[config.mk]
export PLATFORM = sky130hd
export DESIGN_NAME = ddc_cmd_decoder
export DESIGN_NICKNAME = d
export VERILOG_FILES = /design/src/hw/ddc_pkg.sv /design/src/hw/ddc_bank_if.sv /design/src/hw/ddc_bank.sv /design/src/hw/ddc_cmd_decoder.sv
export SDC_FILE = /design/constraint.sdc
export NUM_CORES = 1
export LEC_CHECK = 0
export BUFFER_PORTS_ARGS = -buffer_cell sky130_fd_sc_hd__buf_2
export CORE_ASPECT_RATIO = 1.5
export CORE_MARGIN = 2
export CORE_UTILIZATION = 55
export CTS_BUF_LIST = sky130_fd_sc_hd__clkbuf_8
export DETAILED_ROUTE_END_ITERATION = 16
export MAX_ROUTING_LAYER = met4
export PLACE_DENSITY = 0.77
export SYNTH_ARGS = -nofsm -noshare
export SYNTH_HDL_FRONTEND = slang
export SYNTH_SLANG_ARGS = --single-unit
[constraint.sdc]
create_clock -name clk_sys_in -period 3.34 [get_ports clk_sys_in]
set_clock_uncertainty 0.05 [all_clocks]
set_input_delay 1.002 -clock clk_sys_in [delete_from_list [all_inputs] [get_ports clk_sys_in]]
set_output_delay 1.002 -clock clk_sys_in [all_outputs]
set_load 0.1 [all_outputs]
[src/hw/ddc_pkg.sv]
// constants, encodings and state types of the command decoder
// assumes a single 50 MHz clock domain; no file depends on import
package ddc_pkg;
    localparam int NBANK = 8;
    localparam int BA_W = 3;
    localparam int ADDR_W = 13;
    localparam int COL_W = 10;
    localparam int AP_BIT = 10;
    localparam int NMODE = 4;
    localparam int BURST_LEN_DEF = 4;
    localparam int CNT_W = 3;
    localparam logic [ADDR_W-1:0] MODE_RST = 13'h0000;
    // mode register select values on the low bank-address bits
    localparam logic [1:0] SEL_MR = 2'h0;
    localparam logic [1:0] SEL_EMR1 = 2'h1;
    localparam logic [1:0] SEL_EMR2 = 2'h2;
    localparam logic [1:0] SEL_EMR3 = 2'h3;
    // {ras_n, cas_n, we_n} encodings
    localparam logic [2:0] ENC_LMR = 3'h0;
    localparam logic [2:0] ENC_REF = 3'h1;
    localparam logic [2:0] ENC_PRE = 3'h2;
    localparam logic [2:0] ENC_ACT = 3'h3;
    localparam logic [2:0] ENC_WR = 3'h4;
    localparam logic [2:0] ENC_RD = 3'h5;
    localparam logic [2:0] ENC_NOP = 3'h7;

    typedef enum logic [3:0] {
        CMD_NONE = 4'h0,
        CMD_NOP = 4'h1,
        CMD_DESEL = 4'h2,
        CMD_LMR = 4'h3,
        CMD_REF = 4'h4,
        CMD_SREF_IN = 4'h5,
        CMD_SREF_OUT = 4'h6,
        CMD_PD_IN = 4'h7,
        CMD_PD_OUT = 4'h8,
        CMD_ACT = 4'h9,
        CMD_PRE = 4'ha,
        CMD_PREA = 4'hb,
        CMD_WR = 4'hc,
        CMD_WRA = 4'hd,
        CMD_RD = 4'he,
        CMD_RDA = 4'hf
    } ddc_cmd_t;

    typedef enum logic [1:0] {
        PWR_ACTIVE = 2'h0,
        PWR_DOWN = 2'h1,
        PWR_SREF = 2'h2
    } ddc_pwr_t;
endpackage

[src/hw/ddc_bank_if.sv]
// row open and close requests from the decoder to the bank slices
// assumes act, pre and ap_pre are single-cycle strobes in the clk_sys_in domain
`timescale 1ns/1ps
`default_nettype none
interface ddc_bank_if;
    logic act;
    logic pre;
    logic pre_all;
    logic ap_pre;
    logic [ddc_pkg::BA_W-1:0] bank;
    logic [ddc_pkg::BA_W-1:0] ap_bank;
    logic [ddc_pkg::ADDR_W-1:0] row;
    modport ctrl (output act, pre, pre_all, ap_pre, bank, ap_bank, row);
    modport slice (input act, pre, pre_all, ap_pre, bank, ap_bank, row);
endinterface
`default_nettype wire

[src/hw/ddc_bank.sv]
// one bank: open flag and the row held open
// assumes requests arrive already accepted by the decoder
`timescale 1ns/1ps
`default_nettype none
module ddc_bank #(
    parameter logic [ddc_pkg::BA_W-1:0] IDX = 3'h0
) (
    input wire logic clk_sys_in,
    input wire logic nrst_in,
    ddc_bank_if.slice cmd,
    output logic open_out,
    output logic [ddc_pkg::ADDR_W-1:0] row_out
);
    wire hit_act = cmd.act && (cmd.bank == IDX);
    wire hit_pre = (cmd.pre && (cmd.pre_all || cmd.bank == IDX)) || (cmd.ap_pre && cmd.ap_bank == IDX);

    always_ff @(posedge clk_sys_in or negedge nrst_in) begin
        if (!nrst_in) begin
            open_out <= 1'b0;
            row_out <= ddc_pkg::MODE_RST;
        end else if (hit_act) begin
            open_out <= 1'b1;
            row_out <= cmd.row;
        end else if (hit_pre) begin
            open_out <= 1'b0;
        end
    end
endmodule // ddc_bank
`default_nettype wire

[src/hw/ddc_cmd_decoder.sv]
// command decoder of a multi-bank ddr2 memory: power states, mode registers, bank rows
// assumes command pins are synchronous to clk_sys_in and held valid at its rising edge
`timescale 1ns/1ps
`default_nettype none
// Notes on behaviour
// - all command pins and cke are taken only at the rising clock edge.
// - load mode: all strobes low, cke high twice; bank bits pick register.
// - bank bits 00,01,10,11 select main, first, second, third mode register.
// - refresh encoding with cke falling enters self refresh; cke rising exits.
// - cke low with nop or deselect enters power-down; cke high with nop or deselect leaves.
// - nop is registered and leaves running operations untouched.
// - chip select high ignores other pins; running operations continue.
// - decoding ignores termination input; termination off during self refresh.
// - bursts of four are never cut short by a later command.
// - activate opens the addressed row in the bank until precharged.
// - read takes bank, start column from low address, bit ten auto precharge.
// - auto precharge closes the row after the burst; otherwise it stays open.
// - read: cs low, ras high, cas low, we high; bit ten picks variant.
// - write with auto precharge: cs, cas, we low, ras high, bit ten high.
// - precharge bit ten high closes all banks, low only the named bank.
module ddc_cmd_decoder #(
    parameter int BURST_LEN = ddc_pkg::BURST_LEN_DEF
) (
    input wire logic clk_sys_in,
    input wire logic nrst_in,
    input wire logic cke_in,
    input wire logic cs_n_in,
    input wire logic ras_n_in,
    input wire logic cas_n_in,
    input wire logic we_n_in,
    input wire logic [ddc_pkg::BA_W-1:0] ba_in,
    input wire logic [ddc_pkg::ADDR_W-1:0] addr_in,
    input wire logic odt_in,
    output ddc_pkg::ddc_cmd_t cmd_out,
    output logic cmd_valid_out,
    output logic [ddc_pkg::BA_W-1:0] bank_out,
    output logic [ddc_pkg::ADDR_W-1:0] addr_out,
    output logic auto_pre_out,
    output logic err_out,
    output ddc_pkg::ddc_pwr_t pwr_state_out,
    output logic odt_on_out,
    output logic burst_busy_out,
    output logic [ddc_pkg::NBANK-1:0] bank_open_out,
    output logic [ddc_pkg::NBANK*ddc_pkg::ADDR_W-1:0] bank_rows_out,
    output logic [ddc_pkg::ADDR_W-1:0] mode_main_out,
    output logic [ddc_pkg::ADDR_W-1:0] mode_ext1_out,
    output logic [ddc_pkg::ADDR_W-1:0] mode_ext2_out,
    output logic [ddc_pkg::ADDR_W-1:0] mode_ext3_out
);
    localparam logic [ddc_pkg::CNT_W-1:0] BURST_LOAD = ddc_pkg::CNT_W'(BURST_LEN / 2 - 1);

    generate
        if (BURST_LEN != 4 && BURST_LEN != 8) begin : g_bl_check
            $error("BURST_LEN must be 4 or 8");
        end
    endgenerate

    ////////////////////////////////////////////////////////////////////////////
    // state
    logic cke_prev;
    ddc_pkg::ddc_pwr_t pwr;
    logic [ddc_pkg::CNT_W-1:0] burst_cnt;
    logic [ddc_pkg::BA_W-1:0] burst_bank;
    logic burst_ap;
    logic [ddc_pkg::ADDR_W-1:0] mode_reg [ddc_pkg::NMODE];
    logic [ddc_pkg::NBANK-1:0] open_vec;
    logic [ddc_pkg::ADDR_W-1:0] row_vec [ddc_pkg::NBANK];

    ////////////////////////////////////////////////////////////////////////////
    // decode; odt_in takes no part in it
    wire [2:0] rcw = {ras_n_in, cas_n_in, we_n_in};
    wire a10 = addr_in[ddc_pkg::AP_BIT];
    wire idle_enc = cs_n_in || (rcw == ddc_pkg::ENC_NOP);
    wire sref_enc = !cs_n_in && (rcw == ddc_pkg::ENC_REF);
    wire busy = (burst_cnt != '0);

    ddc_pkg::ddc_cmd_t sel_cmd;
    ddc_pkg::ddc_cmd_t dec_cmd;
    assign sel_cmd = (rcw == ddc_pkg::ENC_LMR) ? ddc_pkg::CMD_LMR :
                     (rcw == ddc_pkg::ENC_REF) ? ddc_pkg::CMD_REF :
                     (rcw == ddc_pkg::ENC_PRE) ? (a10 ? ddc_pkg::CMD_PREA : ddc_pkg::CMD_PRE) :
                     (rcw == ddc_pkg::ENC_ACT) ? ddc_pkg::CMD_ACT :
                     (rcw == ddc_pkg::ENC_WR) ? (a10 ? ddc_pkg::CMD_WRA : ddc_pkg::CMD_WR) :
                     (rcw == ddc_pkg::ENC_RD) ? (a10 ? ddc_pkg::CMD_RDA : ddc_pkg::CMD_RD) :
                     (rcw == ddc_pkg::ENC_NOP) ? ddc_pkg::CMD_NOP : ddc_pkg::CMD_NONE;
    // self refresh exit needs no command decode: cke alone ends it
    assign dec_cmd = (pwr == ddc_pkg::PWR_SREF) ? (cke_in ? ddc_pkg::CMD_SREF_OUT : ddc_pkg::CMD_NONE) :
                     (pwr == ddc_pkg::PWR_DOWN) ? ((cke_in && idle_enc) ? ddc_pkg::CMD_PD_OUT : ddc_pkg::CMD_NONE) :
                     (!cke_prev) ? ddc_pkg::CMD_NONE :
                     (!cke_in) ? (sref_enc ? ddc_pkg::CMD_SREF_IN :
                                  idle_enc ? ddc_pkg::CMD_PD_IN : ddc_pkg::CMD_NONE) :
                     cs_n_in ? ddc_pkg::CMD_DESEL : sel_cmd;

    wire is_col = (dec_cmd == ddc_pkg::CMD_RD) || (dec_cmd == ddc_pkg::CMD_RDA) ||
                  (dec_cmd == ddc_pkg::CMD_WR) || (dec_cmd == ddc_pkg::CMD_WRA);
    wire is_pre = (dec_cmd == ddc_pkg::CMD_PRE) || (dec_cmd == ddc_pkg::CMD_PREA);
    wire is_act = (dec_cmd == ddc_pkg::CMD_ACT);
    // a running burst may not be cut: refuse column and precharge commands that would
    wire col_ok = is_col && !busy && open_vec[ba_in];
    wire pre_ok = is_pre && !(busy && (a10 || ba_in == burst_bank));
    wire act_ok = is_act && !open_vec[ba_in];
    wire refused = (is_col && !col_ok) || (is_pre && !pre_ok) || (is_act && !act_ok);
    wire ap_fire = burst_ap && (burst_cnt == ddc_pkg::CNT_W'(1));
    wire lmr_go = (dec_cmd == ddc_pkg::CMD_LMR);

    ddc_pkg::ddc_pwr_t next_pwr;
    assign next_pwr = (dec_cmd == ddc_pkg::CMD_SREF_IN) ? ddc_pkg::PWR_SREF :
                      (dec_cmd == ddc_pkg::CMD_PD_IN) ? ddc_pkg::PWR_DOWN :
                      (dec_cmd == ddc_pkg::CMD_SREF_OUT || dec_cmd == ddc_pkg::CMD_PD_OUT) ?
                      ddc_pkg::PWR_ACTIVE : pwr;

    ////////////////////////////////////////////////////////////////////////////
    // bank slices
    ddc_bank_if bif ();
    assign bif.act = act_ok;
    assign bif.pre = pre_ok;
    assign bif.pre_all = a10;
    assign bif.bank = ba_in;
    assign bif.row = addr_in;
    assign bif.ap_pre = ap_fire;
    assign bif.ap_bank = burst_bank;

    genvar gi;
    generate
        for (gi = 0; gi < ddc_pkg::NBANK; gi++) begin : g_bank
            ddc_bank #(.IDX(ddc_pkg::BA_W'(gi))) u_bank (
                .clk_sys_in(clk_sys_in),
                .nrst_in(nrst_in),
                .cmd(bif.slice),
                .open_out(open_vec[gi]),
                .row_out(row_vec[gi])
            );
        end
    endgenerate

    // one process owns the whole row vector, so no bit has two drivers
    always_ff @(posedge clk_sys_in or negedge nrst_in) begin
        if (!nrst_in) begin
            bank_rows_out <= '0;
        end else begin
            for (int i = 0; i < ddc_pkg::NBANK; i++) begin
                bank_rows_out[i*ddc_pkg::ADDR_W +: ddc_pkg::ADDR_W] <= row_vec[i];
            end
        end
    end

    ////////////////////////////////////////////////////////////////////////////
    // registers
    always_ff @(posedge clk_sys_in or negedge nrst_in) begin
        if (!nrst_in) begin
            cke_prev <= 1'b0;
            pwr <= ddc_pkg::PWR_ACTIVE;
            cmd_out <= ddc_pkg::CMD_NONE;
            cmd_valid_out <= 1'b0;
            bank_out <= '0;
            addr_out <= ddc_pkg::MODE_RST;
            auto_pre_out <= 1'b0;
            err_out <= 1'b0;
            odt_on_out <= 1'b0;
            bank_open_out <= '0;
        end else begin
            cke_prev <= cke_in;
            pwr <= next_pwr;
            cmd_out <= dec_cmd;
            cmd_valid_out <= (dec_cmd != ddc_pkg::CMD_NONE);
            bank_out <= ba_in;
            addr_out <= addr_in;
            auto_pre_out <= is_col && a10;
            err_out <= refused;
            odt_on_out <= odt_in && (next_pwr != ddc_pkg::PWR_SREF);
            bank_open_out <= open_vec;
        end
    end

    // counter runs on through nop and deselect
    always_ff @(posedge clk_sys_in or negedge nrst_in) begin
        if (!nrst_in) begin
            burst_cnt <= '0;
            burst_bank <= '0;
            burst_ap <= 1'b0;
        end else if (col_ok) begin
            burst_cnt <= BURST_LOAD;
            burst_bank <= ba_in;
            burst_ap <= a10;
        end else if (busy) begin
            burst_cnt <= burst_cnt - ddc_pkg::CNT_W'(1);
        end
    end

    always_ff @(posedge clk_sys_in or negedge nrst_in) begin
        if (!nrst_in) begin
            for (int i = 0; i < ddc_pkg::NMODE; i++) begin
                mode_reg[i] <= ddc_pkg::MODE_RST;
            end
        end else if (lmr_go) begin
            mode_reg[ba_in[1:0]] <= addr_in;
        end
    end

    assign burst_busy_out = busy;
    assign pwr_state_out = pwr;
    assign mode_main_out = mode_reg[ddc_pkg::SEL_MR];
    assign mode_ext1_out = mode_reg[ddc_pkg::SEL_EMR1];
    assign mode_ext2_out = mode_reg[ddc_pkg::SEL_EMR2];
    assign mode_ext3_out = mode_reg[ddc_pkg::SEL_EMR3];
endmodule // ddc_cmd_decoder
`default_nettype wire

==> impl_metrics.yaml, run 1 <==
setup_path:
  arrival_ns: 1.97
  crit_path_end_kind: "output port"
  r2r_end: "g_bank[7].u_bank.row_out[10]"
  slowest_delay_ns: 0.42
  worst_path_max_delay_cell: "buf_2"
  crit_start: "burst_cnt[0]"
  timing.rr.start: "pwr_state_out[1]"
  crit_chain: "inv_1 > ha_1 > ha_1 > inv_1 > buf_2"
  criticalPathCategory: "register to output port"
  regToRegSetupSlack_ns: 0.62
  reg2reg_depth: 7
  worstPathMaxFanout: 8
  cp-start-kind: "register"
  cp-endpoint: "burst_busy_out"
  crit_required_ns: 2.29
clock_tree:
  cts_tree: "done"
  clk_latency_ns: 0.55
  cts_buffer_depth: 3
  path_clk_slew_ns: 0.06
  ctsResizeCount: 0
  post_cts_buffers: 0
  postCtsHoldBufs: 0
  numCtsBuffers: 44
  clkSinkCount: 310
  cts_root_buffer: "clkbuf_8"
  cts.htree.levels: 2
global_routing:
  grt_max_degree: 96
  grt_usage: 0.2302
  grt_first_pass_wirelength_mm: 36.40
  grt_pass1_vias: 6766
  antenna_found_initial: 0
  overflow: 0
sta:
  slew_viol_final: 0
  finalCritPeriodShare: 0.9045
  hold_viol_final: 0
  worst_pin_slew_ns: 0.7135
  finalCriticalPeriod_ns: 3.021
  rsz0062_at_grt: "no"
  fmax_ghz: 0.3310
  setup_ws_ns: 0.3191
  slew_headroom: 0.5243
  finalSetupViolCount: 0
  whs_ns: 0.3132
final_layout:
  antenna_cells: 0
  fillerInstances: 1385
  seqCellArea_mm2: 0.007757
  area_growth_pct: 22.64
  nets: 946
  multi_input_area_mm2: 0.002905
  design_area_mm2: 0.01351
  drive_above_1_share: 0.5258
  instances_no_fill: 1209
drt:
  postRouteAntennaNets: 0
  drt-wirelength-per-cell_um: 19.30
  dr_total_vias: 6363
  firstDrtPassIters: 4
  totalWireLength_mm: 23.34
  drt_first_iter_violations: 262
  via_per_inst: 5.263
  remaining_drc_errors: 0
yosys:
  syn-cell-area_mm2: 0.01101
  seq_area_frac_synth: 0.7043
  synth.avg_cell_area_um2: 16.59
  synthFlopType: "dfrtp_1"
  synth_fp_nets: 691
  synth_warnings: 0
  synth_edf_count: 0
  synth-async-reset-ratio: 1.000
  yosysUniqueCellTypes: 60
  ys_ff_latch: 310
  synth_cells: 664
power_and_ir_drop:
  p_leak_nw: 7.429
  ir_drop_mv: 1.021
  power_density_mw_per_mm2: 946.8
  power_w: 0.01279
floorplanning:
  rows: 63
  die_h_um: 177.3
  core-area_mm2: 0.01971
  die_w_um: 119.5
  die_area_mm2: 0.02120
  start_util: 0.5589
  ios: 215
placement:
  dp_slack_ns: -0.04906
  hpwl_mm: 15.92
  port_buffers: 214
  dp_cells: 1133
  routabilityCongestion: 0.9211
  dpl_cell_area_mm2: 0.01259
outcome:
  status: "finished, final reports clean"
flow_run:
  maxCapViolCount: 0
worst_hold_path:
  hp-class: "register to register"
cells by family (layout without fill, tap and decap cells):
group	Yosys count	in the layout	synth area share
xor gates and xnor gates	7	7	0.005566
buffers and inverters	58	343	0.03771
adders and majority gates	3	3	0.003408
and+or+nand+nor	77	77	0.04158
muxes	163	163	0.1735
DFF	310	310	0.7043
AOI/OAI and AO/OA	46	46	0.03397
routing by layer:
metal	share of wire	global-route usage
met5	0	-
met4	0.028	0.08775
met3	0.065	0.05848
met2	0.53	0.3860
met1	0.38	0.2688
worst min-delay path by stage:
stage / startpoint / cells after the start / slack [ns] / to
final: g_bank[5].u_bank.row_out[2] / 0 / 0.31 / bank_rows_out[67]
after global routing: g_bank[5].u_bank.row_out[2] / 0 / 0.33 / bank_rows_out[67]
after CTS: g_bank[5].u_bank.row_out[2] / 0 / 0.32 / bank_rows_out[67]
after detailed placement: g_bank[2].u_bank.row_out[12] / 0 / 0.31 / bank_rows_out[38]
after global placement: g_bank[2].u_bank.row_out[11] / 0 / 0.30 / bank_rows_out[37]
after floorplan: g_bank[0].u_bank.row_out[0] / 0 / 0.30 / bank_rows_out[0]
cell type report:
class,instances,area share
Clock buffer,56,0.05706
Clock inverter,20,0.01121
Inverter,15,0.004168
Multi-Input combinational cell,296,0.2151
Sequential cell,310,0.5743
Tap cell,260,0.02408
Timing Repair Buffer,252,0.1141
cell usage in the layout (no fill, tap or decap), types with 6 or more instances in the layout:
cell,synthesis,final
nand4_1,6,6
clkbuf_8,5,56
mux2_2,151,151
xnor2_1,6,6
inv_1,15,27
o221ai_1,8,8
nor2_1,6,6
dfrtp_1,310,310
mux2_4,9,9
buf_4,0,24
nand2_1,22,22
buf_2,6,213
nand3_1,6,6
buf_12,1,14
a21oi_1,12,11
state kept, by name, indices dropped and copies added (netlist names), 4 cells and up:
register / count
bank_open_out: 8
g_bank.u_bank.open_out: 8
mode_ext1_out: 13
addr_out: 13
bank_rows_out: 104
cmd_out: 4
g_bank.u_bank.row_out: 104
mode_main_out: 13
mode_ext2_out: 13
mode_ext3_out: 13
Yosys cell counts, drive strengths merged (2+ instances only):
library cell	n	area, µm²
dfrtp	310	7757
mux2	160	1836
nand2	22	82.58
clkbuf	21	128.9
inv	15	56.30
a21oi	12	60.06
buf	12	106.4
dlygate4sd3	8	80.08
o221ai	8	70.07
nand3	6	30.03
nand4	6	37.54
nor2	6	22.52
nor4	6	37.54
xnor2	6	52.55
a31oi	5	31.28
nand2b	5	31.28
and3	3	21.27
ha	3	37.54
mux4	3	75.07
nand4b	3	26.28
nor2b	3	18.77
nor3	3	15.01
a211oi	2	15.01
a21o	2	17.52
nand3b	2	15.01
nand4bb	2	22.52
o21ai	2	10.01
o22ai	2	12.51
o31ai	2	15.01
or2	2	12.51
or4b	2	20.02
stage by stage:
stage	TNS (ns)	util
2_1_floorplan	-0.5323	-
3_3_place_gp	-0.05925	0.6387
3_5_place_dp	-0.4657	0.6387
4_1_cts	0	0.6855
5_1_grt	0	0.6855
6_report	0	0.6855
power breakdown:
group	total, W	switching, W	internal (W)
Sequential	0.00467	0.000308	0.00437
Combinational	0.00510	0.00426	0.000847
Clock	0.00301	0.00135	0.00166
critical path: cells and delay by family (launching register included):
family | cells | cell delay [ns]
fa+ha+maj | 2 | 0.49
buf+inv | 3 | 0.57
flops | 1 | 0.38
Note: power is estimated with default switching activity, not from simulation.
==> run 2: changes to the inputs <==
- CORE_ASPECT_RATIO: 1.5 -> not set
- CTS_CLUSTER_SIZE: not set -> 25
- SLEW_MARGIN: not set -> 5
==> run 2 against run 1 <==
Against the previous run: fmax down 2.1%; power up 4.2%; design area up 1.7%; global-route usage up 0.32 points; flip-flop and latch count unchanged; hold slack worse by 0.024 ns; critical path type unchanged; largest cell class unchanged; largest power group unchanged; highest routed layer unchanged.
==> impl_metrics.yaml, run 2 (same netlist as run 1, synthesis figures left out) <==
global_routing:
  grt_first_pass_wirelength_mm: 37.45
  grt_usage: 0.2334
  grt_pass1_vias: 6760
  grt_max_degree: 102
  overflow: 0
  antenna_found_initial: 0
floorplanning:
  die_area_mm2: 0.02117
  core-area_mm2: 0.01953
  ios: 215
  rows: 51
  die_h_um: 145.5
  die_w_um: 145.5
  start_util: 0.5641
drt:
  drt-wirelength-per-cell_um: 19.11
  remaining_drc_errors: 0
  met1_length_mm: 9.386
  drt_first_iter_violations: 394
  routed.top_layer: "met4"
  dr_total_vias: 6413
  firstDrtPassIters: 4
  postRouteAntennaNets: 0
  via_per_inst: 5.235
  wl_met3_mm: 1.867
  wl_met2_mm: 11.49
  totalWireLength_mm: 23.41
placement:
  routabilityCongestion: 0.8735
  dp_slack_ns: -0.1262
  port_buffers: 214
  hpwl_mm: 15.76
setup_path:
  arrival_ns: 2.03
  worstPathMaxFanout: 8
  crit_path_end_kind: "output port"
  crit_required_ns: 2.29
  cp-start-kind: "register"
  criticalPathCategory: "register to output port"
sta:
  finalCritPeriodShare: 0.9239
  slew_headroom: 0.6473
  rsz0062_at_grt: "no"
  finalCriticalPeriod_ns: 3.086
  hold_viol_final: 0
  worst_pin_slew_ns: 0.5326
  fmax_ghz: 0.3241
  slew_viol_final: 0
  finalSetupViolCount: 0
  setup_ws_ns: 0.2542
  setup_tns_ns: 0
clock_tree:
  cts_root_buffer: "clkbuf_8"
  cts_tree: "done"
  post_cts_buffers: 0
  clkSinkCount: 310
  cts_buffer_depth: 3
  postCtsHoldBufs: 0
  numCtsBuffers: 47
  clk_latency_ns: 0.55
  path_clk_slew_ns: 0.06
  ctsResizeCount: 0
  cts.htree.levels: 2
final_layout:
  nets: 949
  area_growth_pct: 24.67
  post-route-util: 0.7033
  layout_common_cells: "310 x dfrtp_1, 213 x buf_2, 151 x mux2_2"
  antenna_cells: 0
  drive_above_1_share: 0.5354
  final_common_cell: "dfrtp_1"
  fillerInstances: 1349
  top_regs: "bank_rows_out: 104 flops, g_bank.u_bank.row_out: 104 flops"
power_and_ir_drop:
  p_leak_nw: 7.532
  power_density_mw_per_mm2: 970.1
  power_w: 0.01332
  ir_drop_mv: 1.024
flow_run:
  maxCapViolCount: 0
worst_hold_path:
  hp-class: "input pin to asynchronous set/reset pin"
outcome:
  status: "finished, final reports clean"
-- run 2: cell types whose count changed in the layout (fill, tap and decap cells not counted), sizes merged --
cell      change
clkbuf       +12
clkinvlp      -1
clkinv        +1
bufinv        +2
inv           -3
-- run 2: per-stage QoR --
step                      hold WS (ns)  instance area [µm²]  std cells
after floorplan                 0.2986                11040        664
after global placement          0.3011                12600       1138
after detailed placement        0.3059                12600       1138
after CTS                       0.2621                13730       1225
after global routing            0.2791                13730       1225
final                           0.2895                13730       1225
-- run 2: routing by layer --
metal,GRT usage,vias to the layer above
met5,-,-
li1,-,2848
met4,0.08137,0
met2,0.3701,223
met3,0.07555,51
met1,0.2853,3291
-- run 2: worst paths after layout --
kind                                             startpoint                            to  slack, ns  depth (start not counted)
min in group clk_sys_in         g_bank[1].u_bank.row_out[9]             bank_rows_out[22]       0.32                          0
max in group asynchronous                           nrst_in   g_bank[2].u_bank.row_out[9]       2.14                          2
worst max-delay path                           burst_cnt[0]                burst_busy_out       0.25                          5
worst max register to register             pwr_state_out[1]  g_bank[7].u_bank.row_out[10]       0.61                          7
worst min-delay path                                nrst_in   g_bank[6].u_bank.row_out[2]       0.29                          1
worst min register to register  g_bank[1].u_bank.row_out[9]             bank_rows_out[22]       0.32                          0
-- run 2: critical path: stages, from the launching register on --
cell and delay, ns:
dfrtp_1 0.39, inv_1 0.06, ha_1 0.19, ha_1 0.31, inv_1 0.11, buf_2 0.43
-- run 2: cell type report --
cell class                 instances  area [µm²]  share of cell area
timing repair buffer             252        1554              0.1132
inverter                          15       56.30            0.004100
tap                              265       331.6             0.02415
clock buffer                      68       935.9             0.06816
clock inverter                    19       191.4             0.01394
multi-input combinational        296        2905              0.2116
sequential                       310        7757              0.5649
-- run 2: where the power goes --
part	switching, W	internal (W)	total, W	leakage (nW)
registers	0.000314	0.00437	0.00468	4.22
clock network	0.00141	0.00212	0.00352	0.612
logic	0.00427	0.000853	0.00512	2.70
==> run 3: changes to the inputs <==
- ABC_AREA: not set -> 1
==> run 3 against run 2 <==
Against the previous run: critical endpoint unchanged; hold slack improved by 0.026 ns; synthesized cell count increased by 33%; flip-flop and latch count unchanged; largest cell class unchanged; combinational power decreased by 4.7%; global-route usage increased by 0.64 points; setup slack improved by 0.034 ns; critical path depth unchanged; sequential power about the same; non-clock buffer count decreased by 30.
==> impl_metrics.yaml, run 3 <==
clock_tree:
  cts.htree.levels: 2
  cts_buffer_depth: 3
  cts_root_buffer: "clkbuf_8"
  path_clk_slew_ns: 0.06
  clkSinkCount: 310
  cts_tree: "done"
  numCtsBuffers: 48
  clk_latency_ns: 0.55
  postCtsHoldBufs: 0
  post_cts_buffers: 0
  ctsResizeCount: 0
setup_path:
  arrival_ns: 2.00
  worstPathMaxFanout: 5
  slowest_delay_ns: 0.47
  crit_path_end_kind: "output port"
  crit_required_ns: 2.29
  worst_path_max_delay_cell: "buf_2"
  crit_chain: "inv_1 > ha_1 > ha_1 > inv_1 > buf_2"
  criticalPathCategory: "register to output port"
  cp-start-kind: "register"
power_and_ir_drop:
  p_int_w: 0.006946
  ir_drop_mv: 1.078
  power_w: 0.01289
  p_clk_frac: 0.260
  p_leak_nw: 7.074
  power_density_mw_per_mm2: 976.5
  comb_power_share: 0.379
  switching_share: 0.4613
  power_switching_w: 0.005948
  power.share.sequential: 0.361
yosys:
  netlist_top_cells_area: "dfrtp_1 71%, nand2_1 7.3%, o21ai_2 5.8%, o21ai_1 2.4%, buf_6 1.7%"
  synth_edf_count: 0
  synth_top_area_share: 0.7088
  synth-simple-area-share: 0.1256
  synth_cells: 881
  synth.avg_cell_area_um2: 12.42
  synth-async-reset-ratio: 1.000
  synthFlopType: "dfrtp_1"
  yosysTopAreaCell: "dfrtp_1"
  synth_top_family_by_area: "simple AND/OR/NAND/NOR gates"
  yosysUniqueCellTypes: 34
  synthMuxAreaShare: 0
  synth_warnings: 0
  seq_area_frac_synth: 0.7088
  synth_compound_area_frac: 0.1143
  ys_ff_latch: 310
  syn-cell-area_mm2: 0.01094
  synth_xor_xnor_area_share: 0.002401
  synthAdderAreaFrac: 0.003430
  synth_fp_nets: 908
  yosys.cell_count.top_type: "dfrtp_1"
  ys_top_cells_by_count: "310 x dfrtp_1, 212 x nand2_1, 72 x o21ai_2"
sta:
  finalCriticalPeriod_ns: 3.052
  setup_tns_ns: 0
  finalSetupViolCount: 0
  rsz0062_at_grt: "no"
  slew_headroom: 0.3955
  hold_viol_final: 0
  worst_pin_slew_ns: 0.9058
  finalCritPeriodShare: 0.9137
  fmax_ghz: 0.3277
  slew_viol_final: 0
  setup_ws_ns: 0.2884
drt:
  drt-wirelength-per-cell_um: 16.99
  drt_first_iter_violations: 465
  totalWireLength_mm: 24.03
  dr_total_vias: 7032
  postRouteAntennaNets: 0
  via_per_inst: 4.973
  remaining_drc_errors: 0
  firstDrtPassIters: 4
floorplanning:
  core-area_mm2: 0.01953
  ios: 215
  die_h_um: 145.1
  rows: 51
  die_area_mm2: 0.02104
  start_util: 0.5605
  die_w_um: 145.1
global_routing:
  overflow: 0
  grt_first_pass_wirelength_mm: 37.92
  grt_pass1_vias: 6767
  grt_max_degree: 82
  antenna_found_initial: 1
  grt_usage: 0.2398
final_layout:
  area_growth_pct: 20.66
  drive_above_1_share: 0.3531
  design_area_mm2: 0.01321
  instances_no_fill: 1414
  final_common_cell: "dfrtp_1"
  layout_common_cells: "310 x dfrtp_1, 213 x buf_2, 212 x nand2_1"
  top_regs: "bank_rows_out: 104 flops, g_bank.u_bank.row_out: 104 flops"
  nets: 1137
placement:
  port_buffers: 214
  hpwl_mm: 15.59
  routabilityCongestion: 0.9166
  dp_cells: 1325
  dp_slack_ns: 0.3282
  dpl_cell_area_mm2: 0.01213
outcome:
  status: "finished, final reports clean"
worst_hold_path:
  hp-class: "register to register"
flow_run:
  maxCapViolCount: 0
-- run 3: changes by cell type after synthesis, sizes merged, moves of 7 or more --
cell / change
mux2: -160
nand2: +205
o21a: +12
buf: +16
inv: +31
nand3: +13
o221ai: -7
dlygate4sd3: -8
nor2: +31
o21ai: +156
-- run 3: path summary, 6_finish.rpt --
path	cells past startpoint	start	slack (ns)	endpoint
max	5	burst_cnt[0]	0.29	burst_busy_out
min	0	g_bank[5].u_bank.row_out[5]	0.32	bank_rows_out[70]
max reg2reg	11	pwr_state_out[0]	1.06	g_bank[7].u_bank.row_out[1]
min reg2reg	0	g_bank[5].u_bank.row_out[5]	0.32	bank_rows_out[70]
max in group asynchronous	2	nrst_in	2.13	bank_rows_out[11]
min in group asynchronous	1	nrst_in	0.33	mode_ext3_out[8]
-- run 3: power by group through the flow --
| stage | Sequential [W] | Combinational, W | Clock, W |
|---|---|---|---|
| floorplan | 0.00800 | 0.000732 | 0 |
| global placement | 0.00469 | 0.00485 | 0 |
| detailed placement | 0.00470 | 0.00490 | 0 |
| CTS | 0.00465 | 0.00491 | 0.00343 |
| global route | 0.00471 | 0.00506 | 0.00359 |
| finish | 0.00465 | 0.00488 | 0.00336 |
-- run 3: area by class of cell --
type / instances / area (µm²)
Timing Repair Buffer: 222 / 1179
Fill cell: 1528 / 6321
Tap cell: 265 / 331.6
Clock buffer: 68 / 935.9
Inverter: 46 / 172.7
Clock inverter: 19 / 133.9
Sequential cell: 310 / 7757
Multi-Input combinational cell: 482 / 2690
Antenna cell: 2 / 5.005
-- run 3: cells by family (layout without fill, tap and decap cells) --
family	after synthesis	count (layout)
buf+inv	89	355
xor+xnor	3	3
other cells	0	2
flops	310	310
compound gates	185	185
fa+ha+maj	3	3
simple gates	291	291
-- run 3: through the flow --
stage | hold WS, ns | util
after floorplan | 0.3040 | -
after global placement | 0.3087 | 0.6212
after detailed placement | 0.3083 | 0.6212
after CTS | 0.3178 | 0.6760
after global routing | 0.3287 | 0.6762
final | 0.3153 | 0.6763
-- run 3: routing by layer --
layer  track usage  vias up  part of all wire
met3       0.04654       50             0.058
met4       0.08922        0             0.031
met5             -        -                 0
met1        0.3215     3420              0.43
met2        0.3707      232              0.48
li1              -     3330                 -
-- run 3: critical path: cells and delay by family (launching register included) --
kind,cells,cell delay [ns]
buffers and inverters,3,0.68
DFF,1,0.36
adders and majority gates,2,0.42
